[config.mk]
export PLATFORM = sky130hd
export DESIGN_NAME = umc_modem_ctrl
export DESIGN_NICKNAME = d
export VERILOG_FILES = /design/src/logic/umc_pkg.sv /design/src/logic/umc_gap_timer.sv /design/src/logic/umc_modem_ctrl.sv /design/src/logic/umc_sync.sv
export SDC_FILE = /design/constraint.sdc
export NUM_CORES = 1
export LEC_CHECK = 0
export BUFFER_PORTS_ARGS = -buffer_cell sky130_fd_sc_hd__buf_2
export CORE_MARGIN = 1
export CORE_UTILIZATION = 51
export DETAILED_ROUTE_END_ITERATION = 10
export GPL_TIMING_DRIVEN = 0
export PLACE_DENSITY = 0.9
export SLEW_MARGIN = 20
export SYNTH_ARGS = -nofsm -noshare
export SYNTH_HDL_FRONTEND = slang
export SYNTH_SLANG_ARGS = --single-unit
[constraint.sdc]
create_clock -name clk -period 5.2 [get_ports clk]
set_clock_uncertainty 0.05 [all_clocks]
set_input_delay 0.52 -clock clk [delete_from_list [all_inputs] [get_ports clk]]
set_output_delay 0.52 -clock clk [all_outputs]
set_load 0.01 [all_outputs]
[src/logic/umc_pkg.sv]
// Shared constants, carriers and helpers of the modem line control block
package umc_pkg;

    localparam int unsigned UMC_AW = 12;
    localparam int unsigned UMC_DW = 32;

    // Register byte offsets
    localparam logic [11:0] UMC_MLC_OFS = 12'h004;
    localparam logic [11:0] UMC_STS_OFS = 12'h008;

    // Field positions of modem_line_ctrl
    localparam int unsigned UMC_DTR_BIT = 0;
    localparam int unsigned UMC_RTS_BIT = 1;
    localparam int unsigned UMC_AUX_ONE_BIT = 2;
    localparam int unsigned UMC_AUX_TWO_BIT = 3;
    localparam int unsigned UMC_LOOP_BIT = 4;
    localparam int unsigned UMC_AUTO_FLOW_BIT = 5;
    localparam int unsigned UMC_RSV_BIT = 6;
    localparam int unsigned UMC_HALF_STOP_BIT = 7;

    // Reset value and writable bits
    localparam logic [7:0] UMC_MLC_RST = 8'h00;
    localparam logic [7:0] UMC_MLC_WMASK = 8'hbf;

    // Gap lengths in half bit times
    localparam logic [2:0] UMC_HALVES_SHORT = 3'h1;
    localparam logic [2:0] UMC_HALVES_ONE = 3'h2;
    localparam logic [2:0] UMC_HALVES_ONE_HALF = 3'h3;
    localparam logic [2:0] UMC_HALVES_TWO = 3'h4;
    localparam logic [1:0] UMC_STOP_CODE_ONE = 2'h0;
    localparam logic [1:0] UMC_STOP_CODE_ONE_HALF = 2'h1;

    typedef struct packed {
        logic psel;
        logic penable;
        logic pwrite;
        logic [UMC_AW-1:0] paddr;
        logic [UMC_DW-1:0] pwdata;
    } umc_apb_req_t;

    typedef struct packed {
        logic [UMC_DW-1:0] prdata;
        logic pready;
        logic pslverr;
    } umc_apb_rsp_t;

    typedef struct packed {
        logic rx_line;
        logic cts_n;
        logic dsr_n;
        logic ri_n;
        logic dcd_n;
    } umc_pins_in_t;

    typedef struct packed {
        logic dtr_n;
        logic rts_n;
    } umc_pins_out_t;

    typedef struct packed {
        logic cts;
        logic dsr;
        logic ri;
        logic dcd;
        logic rx_serial;
        logic tx_start_ok;
    } umc_int_out_t;

    function automatic logic umc_hit(input logic [UMC_AW-1:0] addr, input logic [UMC_AW-1:0] ofs);
        umc_hit = (addr == ofs);
    endfunction : umc_hit

    function automatic logic [2:0] umc_gap_halves(input logic [1:0] code, input logic short_gap);
        if (short_gap) begin
            umc_gap_halves = UMC_HALVES_SHORT;
        end else if (code == UMC_STOP_CODE_ONE) begin
            umc_gap_halves = UMC_HALVES_ONE;
        end else if (code == UMC_STOP_CODE_ONE_HALF) begin
            umc_gap_halves = UMC_HALVES_ONE_HALF;
        end else begin
            umc_gap_halves = UMC_HALVES_TWO;
        end
    endfunction : umc_gap_halves

endpackage : umc_pkg

[src/logic/umc_gap_timer.sv]
// Stop-bit spacing timer between transmitted characters
`timescale 1ns/1ps
`default_nettype none
module umc_gap_timer
    import umc_pkg::*;
#(
    parameter int unsigned CW = 16
) (
    input wire logic clk,
    input wire logic rst_n,
    input wire logic ce,
    input wire logic char_end,
    input wire logic short_gap,
    input wire logic [1:0] stop_code,
    input wire logic [CW-1:0] half_bit_cycles,
    output logic busy
);

    typedef struct packed {
        logic [CW-1:0] cnt;
        logic [2:0] halves;
        logic busy;
    } umc_gap_st_t;

    umc_gap_st_t st_ff;
    umc_gap_st_t nxt_st;

    // A zero divisor still yields one cycle per half bit
    function automatic logic [CW-1:0] reload(input logic [CW-1:0] hbc);
        reload = (hbc == '0) ? '0 : hbc - 1'b1;
    endfunction : reload

    always_comb begin
        nxt_st = st_ff;
        if (char_end) begin
            nxt_st.busy = 1'b1;
            nxt_st.halves = umc_gap_halves(stop_code, short_gap);
            nxt_st.cnt = reload(half_bit_cycles);
        end else if (st_ff.busy) begin
            if (st_ff.cnt != '0) begin
                nxt_st.cnt = st_ff.cnt - 1'b1;
            end else if (st_ff.halves == 3'h1) begin
                nxt_st.busy = 1'b0;
            end else begin
                nxt_st.halves = st_ff.halves - 3'h1;
                nxt_st.cnt = reload(half_bit_cycles);
            end
        end
    end

    always_ff @(posedge clk) begin
        if (!rst_n) begin
            st_ff <= '0;
        end else if (ce) begin
            st_ff <= nxt_st;
        end
    end

    assign busy = st_ff.busy;

    a_half_gap_len: assert property (@(posedge clk) disable iff (!rst_n || !ce)
        (char_end && !st_ff.busy && short_gap && half_bit_cycles == 16'h0002)
        |=> st_ff.busy [*2] ##1 !st_ff.busy)
        else $error("half stop gap length wrong");

endmodule : umc_gap_timer
`default_nettype wire

[src/logic/umc_modem_ctrl.sv]
// Modem line control register with flow control, loopback and gap timing
// Behaviour
// - Bit 0 at 0 drives DTR high, at 1 drives DTR low.
// - Without auto flow, bit 1 at 0 drives RTS high, at 1 low.
// - In loopback, aux output one feeds the internal ring indicator.
// - In loopback, aux output two feeds the internal carrier detect.
// - Bit 4 turns internal loopback on at 1, off at 0.
// - Bit 5 and bit 1 pick auto RTS plus CTS, CTS only, or none.
// - With bit 5 set, bit 1 enables auto RTS instead of driving RTS.
// - Bit 7 shortens the gap between characters to half a stop bit.
//
// The APB interface to the registers was left to the implementer.
`timescale 1ns/1ps
`default_nettype none
module umc_modem_ctrl
    import umc_pkg::*;
#(
    parameter int unsigned CW = 16
) (
    input wire logic clk,
    input wire logic rst_n,
    input wire logic ce,
    input wire umc_apb_req_t apb_req,
    output var umc_apb_rsp_t apb_rsp,
    input wire umc_pins_in_t pins_in,
    output var umc_pins_out_t pins_out,
    input wire logic tx_serial,
    input wire logic char_end,
    input wire logic rx_at_trigger,
    input wire logic [1:0] stop_code,
    input wire logic [CW-1:0] half_bit_cycles,
    output var umc_int_out_t int_out
);

    typedef struct packed {
        logic [7:0] mlc;
        umc_apb_rsp_t rsp;
        umc_pins_out_t pins;
        umc_int_out_t io;
    } umc_top_st_t;

    umc_top_st_t st_ff;
    umc_top_st_t nxt_st;
    umc_pins_in_t pin_s;
    logic gap_busy;
    logic hit_mlc;
    logic hit_sts;
    logic access;
    logic commit;
    logic auto_cts;
    logic auto_rts;
    logic loop_on;
    logic diag_on;
    logic [7:0] sts_word;

    umc_sync #(
        .W($bits(umc_pins_in_t))
    ) u_sync (
        .clk(clk),
        .rst_n(rst_n),
        .ce(ce),
        .d(pins_in),
        .q(pin_s)
    );

    umc_gap_timer #(
        .CW(CW)
    ) u_gap (
        .clk(clk),
        .rst_n(rst_n),
        .ce(ce),
        .char_end(char_end),
        .short_gap(st_ff.mlc[UMC_HALF_STOP_BIT]),
        .stop_code(stop_code),
        .half_bit_cycles(half_bit_cycles),
        .busy(gap_busy)
    );

    always_comb begin
        hit_mlc = umc_hit(apb_req.paddr, UMC_MLC_OFS);
        hit_sts = umc_hit(apb_req.paddr, UMC_STS_OFS);
        // One wait state: pready rises in the second access cycle
        access = apb_req.psel && apb_req.penable && !st_ff.rsp.pready;
        commit = apb_req.psel && apb_req.penable && st_ff.rsp.pready;
        loop_on = st_ff.mlc[UMC_LOOP_BIT];
        auto_cts = st_ff.mlc[UMC_AUTO_FLOW_BIT];
        auto_rts = st_ff.mlc[UMC_AUTO_FLOW_BIT] && st_ff.mlc[UMC_RTS_BIT];
        // diagnostic echo when auto flow is off
        diag_on = !st_ff.mlc[UMC_AUTO_FLOW_BIT];
        sts_word = {diag_on, gap_busy, auto_cts, auto_rts,
                    st_ff.io.dcd, st_ff.io.ri, st_ff.io.dsr, st_ff.io.cts};
    end

    always_comb begin
        nxt_st = st_ff;
        if (access) begin
            nxt_st.rsp.pready = 1'b1;
            // Unmapped addresses and writes to status answer with an error
            nxt_st.rsp.pslverr = !(hit_mlc || hit_sts) || (hit_sts && apb_req.pwrite);
            if (apb_req.pwrite) begin
                nxt_st.rsp.prdata = '0;
            end else if (hit_mlc) begin
                nxt_st.rsp.prdata = {24'h00_0000, st_ff.mlc & UMC_MLC_WMASK};
            end else if (hit_sts) begin
                nxt_st.rsp.prdata = {24'h00_0000, sts_word};
            end else begin
                nxt_st.rsp.prdata = '0;
            end
        end else begin
            nxt_st.rsp = '0;
        end
        if (commit && apb_req.pwrite && hit_mlc) begin
            nxt_st.mlc = apb_req.pwdata[7:0] & UMC_MLC_WMASK;
        end
        nxt_st.pins.dtr_n = !st_ff.mlc[UMC_DTR_BIT];
        // bit 1 becomes the auto RTS enable
        // auto RTS drops at the receive trigger
        if (auto_rts) begin
            nxt_st.pins.rts_n = rx_at_trigger;
        end else begin
            nxt_st.pins.rts_n = !st_ff.mlc[UMC_RTS_BIT];
        end
        nxt_st.io.cts = !pin_s.cts_n;
        nxt_st.io.dsr = !pin_s.dsr_n;
        nxt_st.io.ri = loop_on ? st_ff.mlc[UMC_AUX_ONE_BIT] : !pin_s.ri_n;
        nxt_st.io.dcd = loop_on ? st_ff.mlc[UMC_AUX_TWO_BIT] : !pin_s.dcd_n;
        nxt_st.io.rx_serial = diag_on ? tx_serial : pin_s.rx_line;
        // auto CTS gates the next start
        nxt_st.io.tx_start_ok = !gap_busy && !(auto_cts && pin_s.cts_n);
    end

    // reset clears every field except rx_serial, dtr_n and rts_n, which idle high; pins idle deasserted
    always_ff @(posedge clk) begin
        if (!rst_n) begin
            st_ff <= '0;
            st_ff.mlc <= UMC_MLC_RST;
            st_ff.pins.dtr_n <= 1'b1;
            st_ff.pins.rts_n <= 1'b1;
            st_ff.io.rx_serial <= 1'b1;
        end else if (ce) begin
            st_ff <= nxt_st;
        end
    end

    assign apb_rsp = st_ff.rsp;
    assign pins_out = st_ff.pins;
    assign int_out = st_ff.io;

    a_dtr_level: assert property (@(posedge clk) disable iff (!rst_n)
        ce |=> pins_out.dtr_n == !$past(st_ff.mlc[UMC_DTR_BIT]))
        else $error("DTR does not follow bit 0");

    a_rts_manual: assert property (@(posedge clk) disable iff (!rst_n)
        (ce && !st_ff.mlc[UMC_AUTO_FLOW_BIT]) |=> pins_out.rts_n == !$past(st_ff.mlc[UMC_RTS_BIT]))
        else $error("RTS does not follow bit 1");

    a_ring_loop: assert property (@(posedge clk) disable iff (!rst_n)
        (ce && st_ff.mlc[UMC_LOOP_BIT]) |=> int_out.ri == $past(st_ff.mlc[UMC_AUX_ONE_BIT]))
        else $error("ring indicator not looped");

    a_carrier_loop: assert property (@(posedge clk) disable iff (!rst_n)
        (ce && st_ff.mlc[UMC_LOOP_BIT]) |=> int_out.dcd == $past(st_ff.mlc[UMC_AUX_TWO_BIT]))
        else $error("carrier detect not looped");

    a_loop_off: assert property (@(posedge clk) disable iff (!rst_n)
        (ce && !st_ff.mlc[UMC_LOOP_BIT]) |=> int_out.ri == !$past(pin_s.ri_n))
        else $error("ring indicator looped while off");

    a_auto_rts_drop: assert property (@(posedge clk) disable iff (!rst_n)
        (ce && st_ff.mlc[UMC_AUTO_FLOW_BIT] && st_ff.mlc[UMC_RTS_BIT] && rx_at_trigger)
        |=> pins_out.rts_n)
        else $error("auto RTS not dropped at trigger");

    a_auto_rts_ena: assert property (@(posedge clk) disable iff (!rst_n)
        (ce && st_ff.mlc[UMC_AUTO_FLOW_BIT] && st_ff.mlc[UMC_RTS_BIT] && !rx_at_trigger)
        |=> !pins_out.rts_n)
        else $error("auto RTS not asserted below trigger");

    a_cts_only: assert property (@(posedge clk) disable iff (!rst_n)
        (ce && st_ff.mlc[UMC_AUTO_FLOW_BIT] && !st_ff.mlc[UMC_RTS_BIT]) |=> pins_out.rts_n)
        else $error("RTS driven in CTS-only mode");

    a_diag_echo: assert property (@(posedge clk) disable iff (!rst_n)
        (ce && !st_ff.mlc[UMC_AUTO_FLOW_BIT]) |=> int_out.rx_serial == $past(tx_serial))
        else $error("transmit data not echoed");

    a_cts_hold: assert property (@(posedge clk) disable iff (!rst_n)
        (ce && st_ff.mlc[UMC_AUTO_FLOW_BIT] && pin_s.cts_n) |=> !int_out.tx_start_ok)
        else $error("start allowed with CTS deasserted");

    a_gap_hold: assert property (@(posedge clk) disable iff (!rst_n)
        (ce && gap_busy) |=> !int_out.tx_start_ok)
        else $error("start allowed during stop gap");

    a_write_store: assert property (@(posedge clk) disable iff (!rst_n)
        (ce && commit && apb_req.pwrite && hit_mlc)
        |=> st_ff.mlc == ($past(apb_req.pwdata[7:0]) & UMC_MLC_WMASK))
        else $error("register write not stored");

    a_rsv_read: assert property (@(posedge clk) disable iff (!rst_n)
        (ce && access && !apb_req.pwrite && hit_mlc) |=> apb_rsp.pready && !apb_rsp.prdata[UMC_RSV_BIT])
        else $error("reserved bit reads nonzero");

    a_apb_wait: assert property (@(posedge clk) disable iff (!rst_n)
        (ce && access) |=> apb_rsp.pready ##1 (!ce || !apb_rsp.pready))
        else $error("pready not a single pulse");

    a_dtr_low: assert property (@(posedge clk) disable iff (!rst_n)
        (ce && st_ff.mlc[UMC_DTR_BIT])
        |=> !pins_out.dtr_n)
        else $error("DTR not driven low");

    a_rts_low: assert property (@(posedge clk) disable iff (!rst_n)
        (ce && !st_ff.mlc[UMC_AUTO_FLOW_BIT] && st_ff.mlc[UMC_RTS_BIT])
        |=> !pins_out.rts_n)
        else $error("RTS not driven low");

    a_ring_high: assert property (@(posedge clk) disable iff (!rst_n)
        (ce && st_ff.mlc[UMC_LOOP_BIT] && st_ff.mlc[UMC_AUX_ONE_BIT])
        |=> int_out.ri)
        else $error("ring indicator not set by aux one");

    a_carrier_high: assert property (@(posedge clk) disable iff (!rst_n)
        (ce && st_ff.mlc[UMC_LOOP_BIT] && st_ff.mlc[UMC_AUX_TWO_BIT])
        |=> int_out.dcd)
        else $error("carrier detect not set by aux two");

    a_carrier_pin: assert property (@(posedge clk) disable iff (!rst_n)
        (ce && !st_ff.mlc[UMC_LOOP_BIT])
        |=> int_out.dcd == !$past(pin_s.dcd_n))
        else $error("carrier detect looped while off");

    a_rx_from_pin: assert property (@(posedge clk) disable iff (!rst_n)
        (ce && st_ff.mlc[UMC_AUTO_FLOW_BIT])
        |=> int_out.rx_serial == $past(pin_s.rx_line))
        else $error("receive path not from pin");

    a_cts_follow: assert property (@(posedge clk) disable iff (!rst_n)
        ce
        |=> int_out.cts == !$past(pin_s.cts_n))
        else $error("CTS not passed inward");

    a_dsr_follow: assert property (@(posedge clk) disable iff (!rst_n)
        ce
        |=> int_out.dsr == !$past(pin_s.dsr_n))
        else $error("DSR not passed inward");

    a_cts_go: assert property (@(posedge clk) disable iff (!rst_n)
        (ce && st_ff.mlc[UMC_AUTO_FLOW_BIT] && !pin_s.cts_n && !gap_busy)
        |=> int_out.tx_start_ok)
        else $error("start blocked with CTS asserted");

    a_no_flow_go: assert property (@(posedge clk) disable iff (!rst_n)
        (ce && !st_ff.mlc[UMC_AUTO_FLOW_BIT] && !gap_busy)
        |=> int_out.tx_start_ok)
        else $error("start blocked without auto CTS");

    a_gap_start: assert property (@(posedge clk) disable iff (!rst_n)
        (ce && char_end)
        |=> gap_busy)
        else $error("stop gap not started");

    a_rsv_write: assert property (@(posedge clk) disable iff (!rst_n)
        (ce && commit && apb_req.pwrite && hit_mlc && apb_req.pwdata[UMC_RSV_BIT])
        |=> !st_ff.mlc[UMC_RSV_BIT])
        else $error("reserved bit stored");

    a_sts_write_drop: assert property (@(posedge clk) disable iff (!rst_n)
        (ce && commit && hit_sts)
        |=> $stable(st_ff.mlc))
        else $error("status write changed register");

    a_mlc_read: assert property (@(posedge clk) disable iff (!rst_n)
        (ce && access && !apb_req.pwrite && hit_mlc)
        |=> apb_rsp.prdata[7:0] == ($past(st_ff.mlc) & UMC_MLC_WMASK))
        else $error("register read data wrong");

    a_flow_flag: assert property (@(posedge clk) disable iff (!rst_n)
        (ce && access && !apb_req.pwrite && hit_sts)
        |=> apb_rsp.prdata[5] == $past(st_ff.mlc[UMC_AUTO_FLOW_BIT]))
        else $error("auto CTS flag wrong");

    a_diag_flag: assert property (@(posedge clk) disable iff (!rst_n)
        (ce && access && !apb_req.pwrite && hit_sts)
        |=> apb_rsp.prdata[7] == !$past(st_ff.mlc[UMC_AUTO_FLOW_BIT]))
        else $error("echo flag wrong");

    a_unmapped_err: assert property (@(posedge clk) disable iff (!rst_n)
        (ce && access && !hit_mlc && !hit_sts)
        |=> apb_rsp.pslverr && apb_rsp.prdata == '0)
        else $error("unmapped access not refused");

    a_upper_zero: assert property (@(posedge clk) disable iff (!rst_n)
        (ce && access)
        |=> apb_rsp.prdata[31:8] == 24'h00_0000)
        else $error("upper read bits nonzero");

    a_ready_idle: assert property (@(posedge clk) disable iff (!rst_n)
        (ce && !apb_req.psel)
        |=> !apb_rsp.pready)
        else $error("pready without select");

    // Reset still acts with the enable low, so only frozen cycles count
    a_freeze_all: assert property (@(posedge clk) disable iff (!rst_n)
        (!ce && rst_n)
        |=> $stable(st_ff))
        else $error("state moved with enable low");

endmodule : umc_modem_ctrl
`default_nettype wire

[src/logic/umc_sync.sv]
// Two-stage synchroniser for pin inputs
`timescale 1ns/1ps
`default_nettype none
module umc_sync
    import umc_pkg::*;
#(
    parameter int unsigned W = 5
) (
    input wire logic clk,
    input wire logic rst_n,
    input wire logic ce,
    input wire logic [W-1:0] d,
    output logic [W-1:0] q
);

    typedef struct packed {
        logic [W-1:0] meta;
        logic [W-1:0] stable;
    } umc_sync_st_t;

    umc_sync_st_t st_ff;
    umc_sync_st_t nxt_st;

    // First stage feeds only the second
    always_comb begin
        nxt_st = st_ff;
        nxt_st.meta = d;
        nxt_st.stable = st_ff.meta;
    end

    // Idle pins are high, so reset to all ones
    always_ff @(posedge clk) begin
        if (!rst_n) begin
            st_ff <= '1;
        end else if (ce) begin
            st_ff <= nxt_st;
        end
    end

    assign q = st_ff.stable;

endmodule : umc_sync
`default_nettype wire

# == Yosys cells after proc, flatten, opt, wreduce, memory -nomap -nowiden ==
# Cells that the tools add are included.
# Widths: inputs -> output; s select.
# op_classes
addsub,3
n_eq_ne,7
mux,18
n_reduce_logical,29
# op_table
cell,n
$mux 20,2
$mux 34,1
$mux 16,2
$sub 16x1->16 const B,2
$mux 8,3
$mux 19,1
$logic_not 16->1,1
$reduce_bool 16->1,1
$eq 12x3->1 const B,1
$eq 12x4->1 const B,1
$logic_not 1->1,11
$logic_and 1x1->1,9
$mux 3,3
$mux 1,5
$mux 4,1
$ne 2x2->1 const B,2
$reduce_and 4->1,1
$eq 3x1->1 const B,1
$ne 3x2->1 const B,1
$reduce_and 3->1,1
$sub 3x1->3 const B,1
$eq 2x1->1 const B,1
$logic_not 2->1,1
$logic_or 1x1->1,2
2 further kinds,2
# totals
register_bits,79
wordCells,74

# == Longest topological paths before layout ==
# Gate-level depths: netlist of run 1.
# depth
word_depth,6
mapped_depth,9

# == Cells and area by module ==
# Synthesis of run 1 repeated with hierarchy kept, for this count alone.
# hier_totals
cells_unflattened,432
hier_area_um2,3523.4
# by_module_without_submodules
module,n_inst,cells_each,area_per_inst_um2,seq_area_each_um2
umc_gap_timer,1,223,1685.4,400.4
umc_modem_ctrl,1,177,1485.2,500.5
umc_sync,1,32,352.8,200.2

# == Worst setup path before layout of run 1 ==
# OpenSTA, ideal clock, no wires.
# synth_path
kind,input to register
from,input port half_bit_cycles[0]
to,register u_gap.st_ff[12] in the netlist's numbering
arrival_time_ps,1964
setup_slack_ps,3065
stages,7
n_path_buf,0
path_cell_list,inv_1 -> ha_1 -> nor3b_2 -> nand4_2 -> o22ai_2 -> nor3_1 -> o311a_1
# synth_between
elab_chain_cells,6
word_cells_on_any_way,7
cone_classes,add/sub (1); mux (5); reduce/logical (1)
# synth_lines
element,line,text
from (decl),umc_modem_ctrl.sv:31,"input wire logic [CW-1:0] half_bit_cycles,"
$sub 16x1->16 / $logic_not 16->1 (equally long branches),umc_gap_timer.sv:30,reload = (hbc == '0) ? '0 : hbc - 1'b1;
$mux 16 *,umc_gap_timer.sv:30,
$mux 19,umc_gap_timer.sv:42,end else if (st_ff.halves == 3'h1) begin
$mux 16,umc_gap_timer.sv:40,if (st_ff.cnt != '0) begin
$mux 20,umc_gap_timer.sv:39,end else if (st_ff.busy) begin
$mux 20 *,umc_gap_timer.sv:35,if (char_end) begin
to (signal assigned),umc_gap_timer.sv:55,st_ff <= nxt_st;
to (decl),umc_gap_timer.sv:25,umc_gap_st_t st_ff;
# Every way passes the cells marked *; elsewhere a longest branch is shown, timed or not. The select of a mux whose other input is x is not followed.
# A chain may end at the register's enable or synchronous reset.

# == Worst setup path after layout of run 1 ==
# layout_path
from,register u_gap.st_ff[4] in the netlist's numbering
to,register u_gap.st_ff[17] in the netlist's numbering
# layout_between
elab_chain_cells,4
word_cells_on_any_way,7
cone_classes,add/sub (1); eq/ne (1); mux (3); reduce/logical (2)
# layout_lines
element,line
$sub 16x1->16 / $reduce_bool 16->1 (equally long branches),"umc_gap_timer.sv:41, umc_gap_timer.sv:40"
$mux 16,umc_gap_timer.sv:40
$mux 20,umc_gap_timer.sv:39
$mux 20,umc_gap_timer.sv:35
# Several ways; a longest one is shown, not always the timed one. The select of a mux whose other input is x is not followed.

==> results.md, run 1 <==
* Outcome: finished, violations left
* Failing checks: DRC
* Top-count cell post-synth: dfxtp_1
* Layout Cells excl Fill at 590
* Critical path's top delay family: simple AND/OR/NAND/NOR gates
* Post-synthesis register bit count at 55
* Clock period minus final worst setup slack at 2.364 ns
* Die height at 85.56 um
* Worst vdd ir at 0.1231 mV
* # port buffers at 67
* Final setup viols at 0
* Crit path launch: u_gap.st_ff[4]
* Reg2reg end: u_gap.st_ff[17]
* Power Dens Cells at 242.2 nW/um^2
* Worst path slowest cell: dfxtp_1
* TritonCTS Buffers at 5
* Fillers at 578
* Final Cycle Share at 45.46%
* Root Driver: clkbuf_8
* Area contributors post-synth: dfxtp_1 31%, buf_4 9.7%, mux2i_1 7.0%, nor2_1 3.1%, a21oi_1 3.0%
* Least-Margin Pin Slew at 0.9411 ns
* Sequential share of the synthesized area at 30.92%
* Final Total Pwr at 1.011 mW
* CTS resizes at 0
* Number of nets in the layout at 590
* Via/cell ratio at 5.629
* Max-cap violation count at 0
* Syn avg cell area at 8.643 um^2
* Skew-Pair Late Insertion Delay at 0.31 ns
* Synth warn at 0
* Post-synth EDFFs at 0
* Post-Synthesis Cells at 412
* TNS Setup at 0 ns
* # diodes at 0
* DP Cell Count at 582
* Min-Delay Path Class: input pin to flop
* Post-CTS Setup Inserts at 0
* CTS tree: built
* Netlist Area Pre-Place at 3561 um^2
* Max incr delay on CP at 0.35 ns
* Detailed Routing Iterations Pass 1 at 8
* First-pass GRT wire length at 14140 um
* Wire per inst at 14.71 um
* RSZ-0062 raised after global routing: false
* Type of the worst setup path: flop to flop
* Hold Path Sink: u_sync.nxt_st[2]
* Vias in the first global route at 3052
* # rows at 30
* Buf+Inv Stages, Crit Path at 2
* Total GRT Usage at 24.06%
* Gpl congestion at 0.9099
* R2r setup slk at 2.84 ns
* DR DRC count at 1
* Initial Utilization at 52.70%
* Core footprint at 6756 um^2
* Max Fclk at 0.4230 GHz
* Antenna-violating nets left at 0
* Area of the multi-input gates at 2036 um^2
* Hold depth at 3
* Startpoint Class: flop
* Slew HR at 36.68%
* R2r startpoint: u_gap.st_ff[4]
* Synth-to-Final Area Change at 17.22%
* Placed instance area at 4083 um^2
* Post-synth top cells: 55 x dfxtp_1, 46 x buf_4, 29 x nor2_1
* Initial antenna violation count at 0
* CP required at 5.36 ns
* Startpoint of the worst hold path: pins_in[2]
* GRT Residual Overflow at 0
* Drt total wl at 8680 um
* Synth Flop Type: dfxtp_1
* Die area at 7321 um^2
* Max FO, Critical Path at 10
* CTS clk-pin slew, worst paths at 0.10 ns
* DRT iter0 DRCs at 185
* CP Capture Type: flop
* Hold_buf cts at 0
* FF/Latch Area at 1101 um^2
* Post-synth top area cell: dfxtp_1
* Pleak at 1.894 nW
* CTS sink count at 55
* Hold Violations, Final at 0
* Design area at 4174 um^2
* Worst path cell trace: inv_1, ha_1, nor4b_2, nand4_1, nand2_2, buf_4, a211oi_1, o221a_2
* Routed via count at 3321
* Clk buf depth at 2
* FF-to-FF path depth at 8
* Crit path DAT at 2.53 ns
* Die Span X at 85.56 um
* Largest net degree at the start of global routing at 19
* Asr flop ratio synth at 0%
* DP HPWL at 6579 um
* Min Hold Slack at 0.3707 ns
* Area fraction of the dominant cell type after synthesis at 30.92%
* Distinct cells, synth at 70
* Max H-tree Level at 2
* # IOs at 118
* Proportion of layout cells with a drive suffix above 1 at 31.37%
* Final Max Slew Viols at 0
==> state kept, by name, indices dropped and copies added, names as in the netlist <==
| signal | cells |
|---|---|
| auto_cts | 1 |
| apb_rsp | 10 |
| pins_out | 2 |
| u_gap.busy | 1 |
| loop_on | 1 |
| u_gap.st_ff | 19 |
| st_ff | 5 |
| int_out | 6 |
| u_sync.q | 5 |
| u_sync.nxt_st | 5 |
==> layout by cell type, fill, tap and decap left out, types with 3 or more instances in the layout <==
| cell type | instances |
|---|---|
| ha_1 | 5 |
| nand2b_1 | 3 |
| clkbuf_8 | 5 |
| o221a_2 | 5 |
| nand4b_1 | 3 |
| nor2b_1 | 5 |
| mux2i_1 | 25 |
| conb_1 | 24 |
| nand2_1 | 28 |
| and3_1 | 3 |
| or2_2 | 3 |
| nor4_1 | 6 |
| a21oi_1 | 21 |
| buf_6 | 5 |
| buf_2 | 70 |
| a211oi_1 | 7 |
| and2_1 | 7 |
| o311a_1 | 3 |
| a22oi_1 | 3 |
| o21ai_0 | 15 |
| o22ai_1 | 10 |
| inv_1 | 15 |
| clkbuf_1 | 8 |
| xor2_1 | 9 |
| nor2_1 | 29 |
| o32a_2 | 3 |
| nor4_4 | 3 |
| nor3_1 | 13 |
| nand4_1 | 9 |
| nand3_1 | 6 |
| a2bb2oi_1 | 4 |
| buf_4 | 46 |
| dfxtp_1 | 55 |
==> per-stage QoR <==
step / utilization [%] / setup WS (ns)
3_5_place_dp: 60.43 / 2.590
6_report: 61.78 / 2.836
4_1_cts: 61.78 / 2.858
3_3_place_gp: 60.43 / 2.663
5_1_grt: 61.78 / 2.692
2_1_floorplan: - / 3.065
==> cell type report <==
| cell class | instances | area share [%] |
|---|---|---|
| Clock inverter | 3 | 0.5396 |
| Sequential cell | 55 | 26.38 |
| Timing Repair Buffer | 67 | 8.034 |
| Buffer | 63 | 10.79 |
| Clock buffer | 5 | 1.649 |
| Inverter | 16 | 1.439 |
| Tap cell | 80 | 2.398 |
| Multi-Input combinational cell | 301 | 48.77 |
==> how the worst max path moves through the flow <==
| stage | to | slack [ns] | depth (start not counted) |
|---|---|---|---|
| global route | u_gap.st_ff[18] | 2.69 | 8 |
| CTS | u_gap.st_ff[17] | 2.86 | 8 |
| global placement | u_gap.st_ff[12] | 2.66 | 8 |
| finish | u_gap.st_ff[17] | 2.84 | 8 |
| floorplan | u_gap.st_ff[12] | 3.06 | 7 |
| detailed placement | u_gap.st_ff[12] | 2.59 | 8 |
==> cells by family after synthesis <==
group / count (synthesis) / synth area share [%]
xor gates and xnor gates: 11 / 2.706
muxes: 25 / 7.027
DFF: 55 / 30.92
other: 1 / 0.1053
and+or+nand+nor: 142 / 23.51
adders and majority gates: 5 / 1.757
AOI/OAI and AO/OA: 94 / 19.64
buffers and inverters: 79 / 14.34
==> where the power goes <==
group / internal (mW) / switching [mW] / total, mW / leakage (nW)
clock: 0.0970 / 0.151 / 0.248 / 0.0485
combinational: 0.136 / 0.161 / 0.297 / 1.40
sequential: 0.442 / 0.0243 / 0.467 / 0.449
total: 0.675 / 0.336 / 1.01 / 1.89
==> worst reg2reg max path: cells and delay by family (launching register included) <==
kind / cells / cell delay [ns]
simple gates: 3 / 1.00
flops: 1 / 0.35
buf+inv: 2 / 0.33
compound gates: 2 / 0.38
fa+ha+maj: 1 / 0.15
==> layer usage <==
layer | wire length, um | track usage, % | up-vias
met2 | 4347 | 43.78 | 148
met1 | 3581 | 28.67 | 1532
met5 | 0 | 0 | -
met3 | 639 | 3.946 | 14
li1 | - | - | 1627
met4 | 111 | 8.182 | 0
(Power assumes the default switching activity.)
==> inputs of run 2 (changes only) <==
==> constraint.sdc (replaced) <==
create_clock -name clk -period 2.2 [get_ports clk]
set_clock_uncertainty 0.05 [all_clocks]
set_input_delay 0.22 -clock clk [delete_from_list [all_inputs] [get_ports clk]]
set_output_delay 0.22 -clock clk [all_outputs]
set_load 0.01 [all_outputs]
==> run 2 against run 1 <==
The flow still finishes with violations (DRC). Power up 140%. Clock-buffer cell count is the same. Fmax rose by 9.6%. Die area is the same. Combinational power grew to 2.5 times the previous value.
==> results.md, run 2 (synthesis results as in run 1) <==
* FF/Latch Area at 1106 um^2 (+0.45%)
* # port buffers at 67 (unchanged)
* Max FO, Critical Path at 6 (-4)
* Pleak at 1.948 nW (+2.8%)
* Vias in the first global route at 3057 (+0.16%)
* Max-cap violation count at 0 (unchanged)
* Min-Delay Path Class: input pin to flop
* Die height at 85.56 um (unchanged)
* Core footprint at 6756 um^2 (unchanged)
* FF-to-FF path depth at 8 (unchanged)
* Reg2reg end: u_gap.st_ff[4]
* CTS sink count at 55 (unchanged)
* Final Cycle Share at 98.07% (+53 points)
* Power Dens Cells at 571.2 nW/um^2 (+140%)
* CP endpoint: u_gap.st_ff[4]
* Max H-tree Level at 2 (unchanged)
* Detailed Routing Iterations Pass 1 at 7 (-1)
* TritonCTS Buffers at 5 (unchanged)
* CP required at 2.36 ns (-3.00 ns)
* Synth-to-Final Area Change at 20.27%
* Failing checks: DRC
* # rows at 30 (unchanged)
* DP HPWL at 6579 um (unchanged)
* Outcome: finished, violations left
* Hold Violations, Final at 0 (unchanged)
* Max Fclk at 0.4635 GHz (+9.6%)
* RSZ-0062 raised after global routing: true
* Root Driver: clkbuf_8
* # diodes at 0 (unchanged)
* Min Hold Slack at 0.06819 ns (-0.3025 ns)
* Initial antenna violation count at 0 (unchanged)
* Largest register FFs at 19 (unchanged)
* CP Capture Type: flop
* Die Span X at 85.56 um (unchanged)
* Commonest non-fill, non-tap cell in the layout: buf_2
* Largest net degree at the start of global routing at 19 (unchanged)
* Final Max Slew Viols at 0 (unchanged)
* Via/cell ratio at 5.674 (+0.80%)
* Proportion of layout cells with a drive suffix above 1 at 33.78% (+2.4 points)
* Final setup viols at 0 (unchanged)
* Die area at 7321 um^2 (unchanged)
* First-pass GRT wire length at 14250 um (+0.78%)
* R2r startpoint: u_gap.st_ff[4]
* # IOs at 118 (unchanged)
* Biggest register: u_gap.st_ff
* Antenna-violating nets left at 0 (unchanged)
* DR DRC count at 1 (unchanged)
* Worst vdd ir at 0.3122 mV (+150%)
* Least-Margin Pin Slew at 0.8979 ns (-0.04324 ns)
* CTS tree: built
* Routed via count at 3393 (+2.2%)
* R2r setup slk at 0.04 ns (-2.79 ns)
* Startpoint Class: flop
* Type of the worst setup path: flop to flop
* Clock period minus final worst setup slack at 2.157 ns (-0.2065 ns)
* Initial Utilization at 52.70% (unchanged)
* GRT Residual Overflow at 0 (unchanged)
* DRT iter0 DRCs at 189 (+2.2%)
* CTS clk-pin slew, worst paths at 0.10 ns (about the same)
* Commonest cells after routing, fill and taps aside: 71 x buf_2, 53 x buf_4, 53 x dfxtp_1
* Slew HR at 39.59% (+2.9 points)
* Drt total wl at 8935 um (+2.9%)
* Crit path launch: u_gap.st_ff[4]
* Fillers at 562 (-2.8%)
* Number of nets in the layout at 598 (+1.4%)
* Clk buf depth at 2 (unchanged)
* Crit path DAT at 2.32 ns (-0.21 ns)
* Total GRT Usage at 24.22% (+0.16 points)
* Hold_buf cts at 0 (unchanged)
* Area of the multi-input gates at 2079 um^2 (+2.2%)
* Gpl congestion at 0.9099 (unchanged)
* Skew-Pair Late Insertion Delay at 0.31 ns (about the same)
* Wire per inst at 14.94 um (+1.6%)
* TNS Setup at 0 ns (unchanged)
-- run 2: power by group --
part / leakage, nW / internal [mW] / switching (mW)
logic: 1.45 / 0.357 / 0.398
registers: 0.450 / 1.05 / 0.0626
clock network: 0.0485 / 0.229 / 0.354
-- run 2: how the worst min path moves through the flow --
stage	startpoint	endpoint	slack (ns)	depth (start not counted)
final	pins_in[2]	u_sync.nxt_st[2]	0.07	3
after global routing	pins_in[2]	u_sync.nxt_st[2]	0.07	3
after CTS	pins_in[2]	u_sync.nxt_st[2]	0.06	3
after detailed placement	pins_in[2]	u_sync.nxt_st[2]	0.39	3
after global placement	pins_in[0]	u_sync.nxt_st[0]	0.39	3
after floorplan	pins_in[2]	u_sync.nxt_st[2]	0.30	2
-- run 2: layer usage --
| layer | global-route usage (%) | part of all wire [%] |
|---|---|---|
| met3 | 3.657 | 8.1 |
| met5 | 0 | 0 |
| met1 | 29.15 | 40 |
| met4 | 8.333 | 1.2 |
| met2 | 43.93 | 50 |
-- run 2: layout make-up --
class | instances | area share (%)
sequential | 55 | 25.83
multi-input combinational | 301 | 48.55
tap | 80 | 2.337
timing repair buffer | 75 | 9.173
clock inverter | 3 | 0.5259
clock buffer | 5 | 1.607
inverter | 16 | 1.461
buffer | 63 | 10.52
-- run 2: through the flow --
stage	power (mW)	cell area (um^2)	std cells	setup WS, ns	util [%]
floorplan	1.627	3647	435	0.2337	-
global placement	1.788	4083	582	-0.06951	60.43
detailed placement	1.812	4083	582	-0.1272	60.43
CTS	2.401	4198	592	0.02888	62.13
global route	2.568	4283	598	-0.04687	63.39
finish	2.446	4283	598	0.04251	63.39
-- run 2: what timing repair did --
action,CTS,global route
cloned,0,1
pin swaps,1,3
endpoints found under the hold margin,0,0
buffers inserted,2,5
endpoints found under the setup margin,10,15
gates resized for setup,1,12
-- run 2: critical path: stages (launching register included) --
cell,delay [ns]
dfxtp_4,0.37
inv_4,0.07
ha_4,0.12
nor4b_4,0.27
nand4_2,0.19
o311ai_4,0.46
buf_4,0.18
nor3_1,0.05
o31a_1,0.28
